===== config.mk =====
export PLATFORM = sky130hd
export DESIGN_NAME = met_timing
export DESIGN_NICKNAME = d
export VERILOG_FILES = /design/src/met_pkg.sv /design/src/met_lat_if.sv /design/src/met_timing.sv /design/src/met_lat_lookup.sv
export SDC_FILE = /design/constraint.sdc
export NUM_CORES = 1
export LEC_CHECK = 0
export BUFFER_PORTS_ARGS = -buffer_cell sky130_fd_sc_hd__buf_2
export CAP_MARGIN = 20
export CORE_AREA = 2 2 86 63
export CTS_CLUSTER_DIAMETER = 100
export CTS_CLUSTER_SIZE = 24
export DETAILED_ROUTE_END_ITERATION = 10
export DIE_AREA = 0 0 88 65
export PLACE_DENSITY = 0.6
export RECOVER_POWER = 100
export SETUP_SLACK_MARGIN = 0.4
export SKIP_LAST_GASP = 1
export SLEW_MARGIN = 15
export SYNTH_ARGS = -nofsm -noshare
export SYNTH_HDL_FRONTEND = slang
export SYNTH_HIERARCHICAL = 1
export SYNTH_SLANG_ARGS = --single-unit

===== constraint.sdc =====
create_clock -name clk -period 1.9 [get_ports clk]
set_input_delay 0.095 -clock clk [delete_from_list [all_inputs] [get_ports clk]]
set_output_delay 0.095 -clock clk [all_outputs]
set_load 0.01 [all_outputs]

===== src/met_pkg.sv =====
/*
 * Shared constants and types of the multiplier timing block: operation
 * codes, early-termination classes, operand field positions and the
 * latency figures in clock cycles.
 * Assumes a single core clock; nothing here holds state.
 */
package met_pkg;

  // ==========================================================================
  // Operations and early-termination classes.
  typedef enum logic [3:0] {
    multiply_32,
    multiply_accumulate_32,
    signed_long_mac,
    signed_long_multiply,
    unsigned_long_mac,
    unsigned_long_multiply,
    halfword_long_mac,
    halfword_mac,
    halfword_multiply,
    word_halfword_mac,
    word_halfword_multiply
  } met_op_t;

  typedef enum logic [1:0] {
    cls_short,
    cls_medium,
    cls_full
  } met_class_t;

  // ==========================================================================
  // Operand geometry.
  localparam int OPND_W        = 32;
  localparam int OPND_MSB      = 31;
  localparam int SHORT_LSB     = 15;
  localparam int MEDIUM_LSB    = 27;

  // ==========================================================================
  // Latency figures in cycles; the class index adds on top of a base.
  localparam int LAT_W         = 3;
  localparam logic [2:0] LAT_ONE   = 3'h1;
  localparam logic [2:0] LAT_TWO   = 3'h2;
  localparam logic [2:0] LAT_THREE = 3'h3;
  localparam logic [2:0] LAT_ZERO  = 3'h0;
  localparam logic [2:0] LAT_EXTRA = 3'h1;

  // Counter index of each tracked latency.
  localparam int CNT_ISSUE     = 0;
  localparam int CNT_LOW       = 1;
  localparam int CNT_HIGH      = 2;
  localparam int CNT_RES       = 3;
  localparam int CNT_N         = 4;

endpackage : met_pkg


===== src/met_lat_if.sv =====
/*
 * Carrier between the timing core and its latency lookup.
 * Assumes both ends sit in the same clock domain; the lookup is purely
 * combinational.
 */
interface met_lat_if;
  met_pkg::met_op_t        op;
  logic                    set_flags;
  logic [31:0]             operand;
  met_pkg::met_class_t     cls;
  logic [2:0]              lat_issue;
  logic [2:0]              lat_low;
  logic [2:0]              lat_high;
  logic [2:0]              lat_res;

  modport lookup (
    input  op, set_flags, operand,
    output cls, lat_issue, lat_low, lat_high, lat_res
  );
  modport user (
    output op, set_flags, operand,
    input  cls, lat_issue, lat_low, lat_high, lat_res
  );
endinterface : met_lat_if


===== src/met_timing.sv =====
/*
 * Multiply timing interlock: accepts multiplies from the issue stage,
 * tracks issue, result and resource latencies per early-termination
 * class, and stalls dependent consumers and further multiplies.
 * Assumes the issue stage presents one multiply at a time and one
 * dependent consumer query per cycle, all synchronous to clk.
 */
// Behaviour
// - The multiplier operand is classed short when bits 31..15 are all zero or all one, else medium when bits 31..27 are, else full.
// - Multiply-accumulate 32 takes issue/result/resource 1/2/1, 1/3/2, 1/4/3 by class, or 2/2/2, 3/3/3, 4/4/4 when flags update.
// - Multiply 32 takes exactly the latencies of multiply-accumulate 32.
// - Signed long MAC takes issue 2, low/high 2/3, 3/4, 4/5, resource 2, 3, 4, or all three 3, 4, 5 with flags.
// - Signed long multiply takes issue 1, low/high 2/3, 3/4, 4/5, resource 2, 3, 4, or all 3, 4, 5 with flags.
// - Unsigned long MAC times exactly as signed long MAC.
// - Unsigned long multiply times exactly as signed long multiply.
// - Halfword forms skip early termination with their own fixed issue, result and resource latencies.
// - A consumer using the result as an immediate shift operand or first operand of a saturating double add or subtract waits one cycle more.
module met_timing #(
  parameter int LAT_W = met_pkg::LAT_W
) (
  // Clock and reset.
  input  wire logic                 clk,
  input  wire logic                 arst_n,
  // Multiply request from the issue stage.
  input  wire logic                 mul_valid,
  input  wire met_pkg::met_op_t     mul_op,
  input  wire logic                 mul_set_flags,
  input  wire logic [31:0]          multiplier_operand,
  output logic                      mul_ready,
  output logic                      issue_hold,
  // Dependent consumer query.
  input  wire logic                 dep_valid,
  input  wire logic                 dep_uses_low,
  input  wire logic                 dep_uses_high,
  input  wire logic                 dep_late_use,
  output logic                      dep_stall,
  // Status of the last accepted multiply.
  output logic                      result_low_ready,
  output logic                      result_high_ready,
  output met_pkg::met_class_t       last_class,
  output logic                      unit_busy
);

  // ==========================================================================
  // Elaboration check.
  if (LAT_W < met_pkg::LAT_W) begin : g_bad_width
    $error("met_timing: LAT_W too narrow for the latency figures");
  end

  // ==========================================================================
  // Latency lookup.
  met_lat_if lat ();

  assign lat.op        = mul_op;
  assign lat.set_flags = mul_set_flags;
  assign lat.operand   = multiplier_operand;

  met_lat_lookup u_lookup (
    .lk (lat.lookup)
  );

  // ==========================================================================
  // Countdown state. Each counter loads its latency when a multiply is
  // taken and counts down to zero; a value of one or less means the plain
  // latency has elapsed, zero means one more cycle has.
  logic [LAT_W-1:0]    cnt_reg  [met_pkg::CNT_N];
  logic [LAT_W-1:0]    load_val [met_pkg::CNT_N];
  logic                mul_take;
  logic                issue_ok;
  logic                res_ok;
  met_pkg::met_class_t class_reg;

  assign load_val[met_pkg::CNT_ISSUE] = LAT_W'(lat.lat_issue);
  assign load_val[met_pkg::CNT_LOW]   = LAT_W'(lat.lat_low);
  assign load_val[met_pkg::CNT_HIGH]  = LAT_W'(lat.lat_high);
  assign load_val[met_pkg::CNT_RES]   = LAT_W'(lat.lat_res);

  genvar gi;
  generate
    for (gi = 0; gi < met_pkg::CNT_N; gi++) begin : g_cnt
      always_ff @(posedge clk or negedge arst_n) begin
        if (!arst_n) begin
          cnt_reg[gi] <= '0;
        end else if (mul_take) begin
          cnt_reg[gi] <= load_val[gi];
        end else if (cnt_reg[gi] != '0) begin
          cnt_reg[gi] <= cnt_reg[gi] - LAT_W'(met_pkg::LAT_EXTRA);
        end
      end
    end
  endgenerate

  always_ff @(posedge clk or negedge arst_n) begin
    if (!arst_n) begin
      class_reg <= met_pkg::cls_short;
    end else if (mul_take) begin
      class_reg <= lat.cls;
    end
  end

  // ==========================================================================
  // Interlocks.
  function automatic logic plain_done(input logic [LAT_W-1:0] c);
    plain_done = (c <= LAT_W'(met_pkg::LAT_EXTRA));
  endfunction : plain_done

  assign issue_ok  = plain_done(cnt_reg[met_pkg::CNT_ISSUE]);
  assign res_ok    = plain_done(cnt_reg[met_pkg::CNT_RES]);
  assign mul_ready = issue_ok && res_ok;
  assign mul_take  = mul_valid && mul_ready;
  assign issue_hold = !issue_ok;

  logic low_wait;
  logic high_wait;

  always_comb begin
    if (dep_late_use) begin
      low_wait  = (cnt_reg[met_pkg::CNT_LOW]  != '0);
      high_wait = (cnt_reg[met_pkg::CNT_HIGH] != '0);
    end else begin
      low_wait  = !plain_done(cnt_reg[met_pkg::CNT_LOW]);
      high_wait = !plain_done(cnt_reg[met_pkg::CNT_HIGH]);
    end
  end

  assign dep_stall = dep_valid
                     && ((dep_uses_low && low_wait)
                         || (dep_uses_high && high_wait));

  // ==========================================================================
  // Status outputs.
  assign result_low_ready  = plain_done(cnt_reg[met_pkg::CNT_LOW]);
  assign result_high_ready = plain_done(cnt_reg[met_pkg::CNT_HIGH]);
  assign last_class        = class_reg;
  assign unit_busy         = !res_ok;

endmodule : met_timing


===== src/met_lat_lookup.sv =====
/*
 * Latency lookup: classifies the multiplier operand and returns issue,
 * split result and resource latencies for one multiply.
 * Assumes the caller registers whatever it keeps; purely combinational.
 */
module met_lat_lookup (
  met_lat_if.lookup lk
);

  logic [2:0] ofs;
  logic [16:0] upper_short;
  logic [4:0]  upper_medium;

  // ==========================================================================
  // Operand classification.
  assign upper_short  = lk.operand[met_pkg::OPND_MSB:met_pkg::SHORT_LSB];
  assign upper_medium = lk.operand[met_pkg::OPND_MSB:met_pkg::MEDIUM_LSB];

  always_comb begin
    if ((upper_short == '0) || (upper_short == '1)) begin
      lk.cls = met_pkg::cls_short;
    end else if ((upper_medium == '0) || (upper_medium == '1)) begin
      lk.cls = met_pkg::cls_medium;
    end else begin
      lk.cls = met_pkg::cls_full;
    end
  end

  assign ofs = 3'(lk.cls);

  // ==========================================================================
  // Latency table.
  always_comb begin
    lk.lat_issue = met_pkg::LAT_ONE;
    lk.lat_low   = met_pkg::LAT_TWO;
    lk.lat_high  = met_pkg::LAT_TWO;
    lk.lat_res   = met_pkg::LAT_ONE;
    case (lk.op)
      met_pkg::multiply_32,
      met_pkg::multiply_accumulate_32: begin
        lk.lat_low  = met_pkg::LAT_TWO + ofs;
        lk.lat_high = met_pkg::LAT_TWO + ofs;
        if (lk.set_flags) begin
          lk.lat_issue = met_pkg::LAT_TWO + ofs;
          lk.lat_res   = met_pkg::LAT_TWO + ofs;
        end else begin
          lk.lat_issue = met_pkg::LAT_ONE;
          lk.lat_res   = met_pkg::LAT_ONE + ofs;
        end
      end
      met_pkg::signed_long_mac,
      met_pkg::unsigned_long_mac,
      met_pkg::signed_long_multiply,
      met_pkg::unsigned_long_multiply: begin
        if (lk.set_flags) begin
          lk.lat_issue = met_pkg::LAT_THREE + ofs;
          lk.lat_low   = met_pkg::LAT_THREE + ofs;
          lk.lat_high  = met_pkg::LAT_THREE + ofs;
          lk.lat_res   = met_pkg::LAT_THREE + ofs;
        end else begin
          lk.lat_low  = met_pkg::LAT_TWO + ofs;
          lk.lat_high = met_pkg::LAT_THREE + ofs;
          lk.lat_res  = met_pkg::LAT_TWO + ofs;
          if ((lk.op == met_pkg::signed_long_mac)
              || (lk.op == met_pkg::unsigned_long_mac)) begin
            lk.lat_issue = met_pkg::LAT_TWO;
          end else begin
            lk.lat_issue = met_pkg::LAT_ONE;
          end
        end
      end
      met_pkg::halfword_long_mac: begin
        lk.lat_issue = met_pkg::LAT_TWO;
        lk.lat_low   = met_pkg::LAT_TWO;
        lk.lat_high  = met_pkg::LAT_THREE;
        lk.lat_res   = met_pkg::LAT_TWO;
      end
      met_pkg::halfword_mac,
      met_pkg::halfword_multiply: begin
        lk.lat_issue = met_pkg::LAT_ONE;
        lk.lat_low   = met_pkg::LAT_TWO;
        lk.lat_high  = met_pkg::LAT_TWO;
        lk.lat_res   = met_pkg::LAT_ONE;
      end
      met_pkg::word_halfword_mac,
      met_pkg::word_halfword_multiply: begin
        lk.lat_issue = met_pkg::LAT_ONE;
        lk.lat_low   = met_pkg::LAT_THREE;
        lk.lat_high  = met_pkg::LAT_THREE;
        lk.lat_res   = met_pkg::LAT_TWO;
      end
      default: begin
        lk.lat_issue = met_pkg::LAT_ONE;
      end
    endcase
  end

endmodule : met_lat_lookup


==> summary.md <==
| Metric | Value |
|---|---|
| Status | `finished with violations` |
| Failing checks | `setup timing` |
| Most common cell after layout, fill and taps aside | `buf_2` |
| CTS sink count | `14` |
| Final layout net count | `292` |
| Synth async-reset ratio | `100.0%` |
| Syn Inst Count | `167` |
| Remaining global-route overflow | `0` |
| Register area share after synthesis | `23.12%` |
| Die H | `65 um` |
| Area leader, netlist | `dfrtp_1` |
| Placement Cell Area | `0.001829 mm^2` |
| Starting Density | `30.41%` |
| Initial antenna violation count | `0` |
| Power Dens Cells | `1256 mW/mm^2` |
| Setup TNS | `-0.1845 ns` |
| Wire per inst | `12.19 um` |
| Commonest non-fill, non-tap cells in the layout | `buf_2 (27), buf_4 (25), nor2_1 (16)` |
| Critical path's largest stage delay | `0.54 ns` |
| Site Rows | `22` |
| Area Growth Syn to Fin | `48.31%` |
| Lkg Pwr | `0.001056 uW` |
| Dpl hpwl | `2610 um` |
| Clk Tree Root Cell | `clkbuf_8` |
| Final setup violation count | `5` |
| Clock transition at path regs | `0.06 ns` |
| Design Power | `2822 uW` |
| Critical path data arrival time | `2.09 ns` |
| Crit Path Class | `in2reg` |
| Core Area | `0.004982 mm^2` |
| Startpoint types | `input pin` |
| R2R Setup Slk | `0.24 ns` |
| Peak supply drop | `0.0003651 V` |
| Clock Skews | `0.0009328 ns` |
| Slack of the critical path | `-0.05739 ns` |
| H-tree depth | `1` |
| Crit path max-delay cell type | `or4_4` |
| DR vias | `1,435` |
| Drt drc | `0` |
| WHS | `0.3004 ns` |
| Vias per std cell | `4.720` |
| Diode count | `0` |
| Gr usage total | `12.82%` |
| Max transition margin | `46.95%` |
| First-pass GRT wire length | `5830 um` |
| CTS tree | `built` |
| DRT Pass-1 Iters | `4` |
| Largest register FFs | `12` |
| Layout cell share with drive strength beyond 1 | `52.16%` |
| Worst-Skew Late Latency | `0.24 ns` |
| Cell area after synthesis | `0.001515 mm^2` |
| Worst slew pin tran | `0.7958 ns` |
| Yosys cell types | `49` |
| Flops & latches, synth | `14` |
| Post-route ant nets | `0` |
| Die ar. | `0.005720 mm^2` |
| Clock Path Buffers | `2` |
| Main synth FF type | `dfrtp_1` |
| Critical Path RT | `2.03 ns` |
| IO buf count | `36` |
| RSZ-0062 raised after global routing | `yes` |
| Syn Nets | `226` |
| Ys Warns | `6` |
| Share of the synthesized area in the top cell type | `23.12%` |
| Mean Syn Cell Area | `9.073 um^2` |
| Final hold viol count | `0` |
| Top post-synthesis cells by area | `dfrtp_1 (23%), ha_1 (12%), mux2_4 (11%)` |
| WL final | `3705 um` |
| Ports | `52` |
| Min-Delay Path Depth | `4` |
| Final Wtd Congestion | `0.8914` |
| Worst setup EP type | `flop` |
| EDFF count, synth | `0` |
| Iteration-0 DRC count of the detailed router | `44` |
| CP max FO | `4` |
| R2r worst-path depth | `6` |
| Largest net degree at the start of global routing | `15` |
| Hold Path Class | `in2reg` |
| Max Cap Viol | `0` |
| Fin crit share | `103.0%` |
| Fmax | `510.9 MHz` |
| Number of global-route vias before repair | `1,311` |
| Horiz. Die Dim | `88 um` |
| Final instance area | `0.002247 mm^2` |
| Num CTS Buffers | `3` |
| Slew Viols, Final | `0` |
| Critical path, cell by cell | `buf_6, or4_4, mux2_4, inv_4, nand2_4, ha_4, nand2b_1, nand3_1, o21ai_1, o21ai_1, nand2_1, mux2_4` |
| Fin crit period | `1.957 ns` |
logic make-up (layout without fill, tap and decap cells):
kind of cell	Yosys count	after routing	synth area share, %
simple gates	59	60	21.64
compound gates	34	34	15.77
mux	19	19	16.85
buf+inv	18	82	5.533
fa+ha+maj	16	16	13.05
flops	14	14	23.12
xor+xnor	7	7	4.046
Yosys cell counts (2+ instances only):
| cell | number |
|---|---|
| o22ai_1 | 2 |
| inv_2 | 2 |
| inv_1 | 12 |
| mux2_4 | 11 |
| a21oi_1 | 6 |
| dfrtp_1 | 14 |
| xor2_1 | 2 |
| mux2_2 | 8 |
| o21ba_2 | 2 |
| o21bai_1 | 3 |
| nand4_1 | 3 |
| ha_1 | 15 |
| nand2b_1 | 6 |
| a22oi_1 | 2 |
| nand2_1 | 13 |
| clkbuf_1 | 2 |
| xnor2_1 | 5 |
| or2b_1 | 2 |
| o21ai_0 | 7 |
| nor2_1 | 18 |
| o31ai_1 | 2 |
| or4_4 | 2 |
| nor4_1 | 2 |
timing repair:
action,CTS,global route
buffers inserted,14,7
endpoints found under the setup margin,16,17
gates resized for setup,27,19
hold endpoints to repair,14,0
gates cloned,0,1
pin swaps,11,9
hold buffers,1,0
metrics by stage:
stage / setup WS [ns] / util, % / instances
global route: -0.1433 / 45.10 / 304
CTS: -0.09224 / 42.39 / 296
global placement: -0.3562 / 36.72 / 277
detailed placement: -0.4345 / 36.72 / 277
floorplan: -0.1881 / - / 167
finish: -0.05739 / 45.10 / 304
worst max-delay path: cells and delay by family:
| kind | cells | cell delay, ns |
|---|---|---|
| simple gates | 5 | 0.79 |
| mux | 2 | 0.56 |
| fa+ha+maj | 1 | 0.30 |
| compound gates | 2 | 0.18 |
| buf+inv | 2 | 0.16 |
layer usage:
metal	track usage, %	routed length [um]
met1	18.81	1855
met5	0	0
met4	4.038	42
met3	0.8917	164
met2	19.89	1642
path summary, 6_finish.rpt:
check	endpoint	from
setup reg to reg	cnt_reg[6]	cnt_reg[1]
hold / removal	cnt_reg[9]	mul_op[0]
hold reg to reg	last_class[0]	last_class[0]
setup / recovery	cnt_reg[6]	multiplier_operand[29]
max in group asynchronous	cnt_reg[9]	arst_n
min in group asynchronous	cnt_reg[6]	arst_n
final cells by class:
type                    instances  area (um^2)
fillers                       477         2735
clock buffers                   4        55.05
well taps                      72        90.09
repair buffers                 64        422.9
inverters                      14        55.05
multi-input cells             136         1272
flip-flops and latches         14        351.6
report_power, final:
part           switching, uW  internal, uW
clock                    108           184
sequential               130           463
combinational            768          1170
Note: power is estimated with default switching activity, not from simulation.
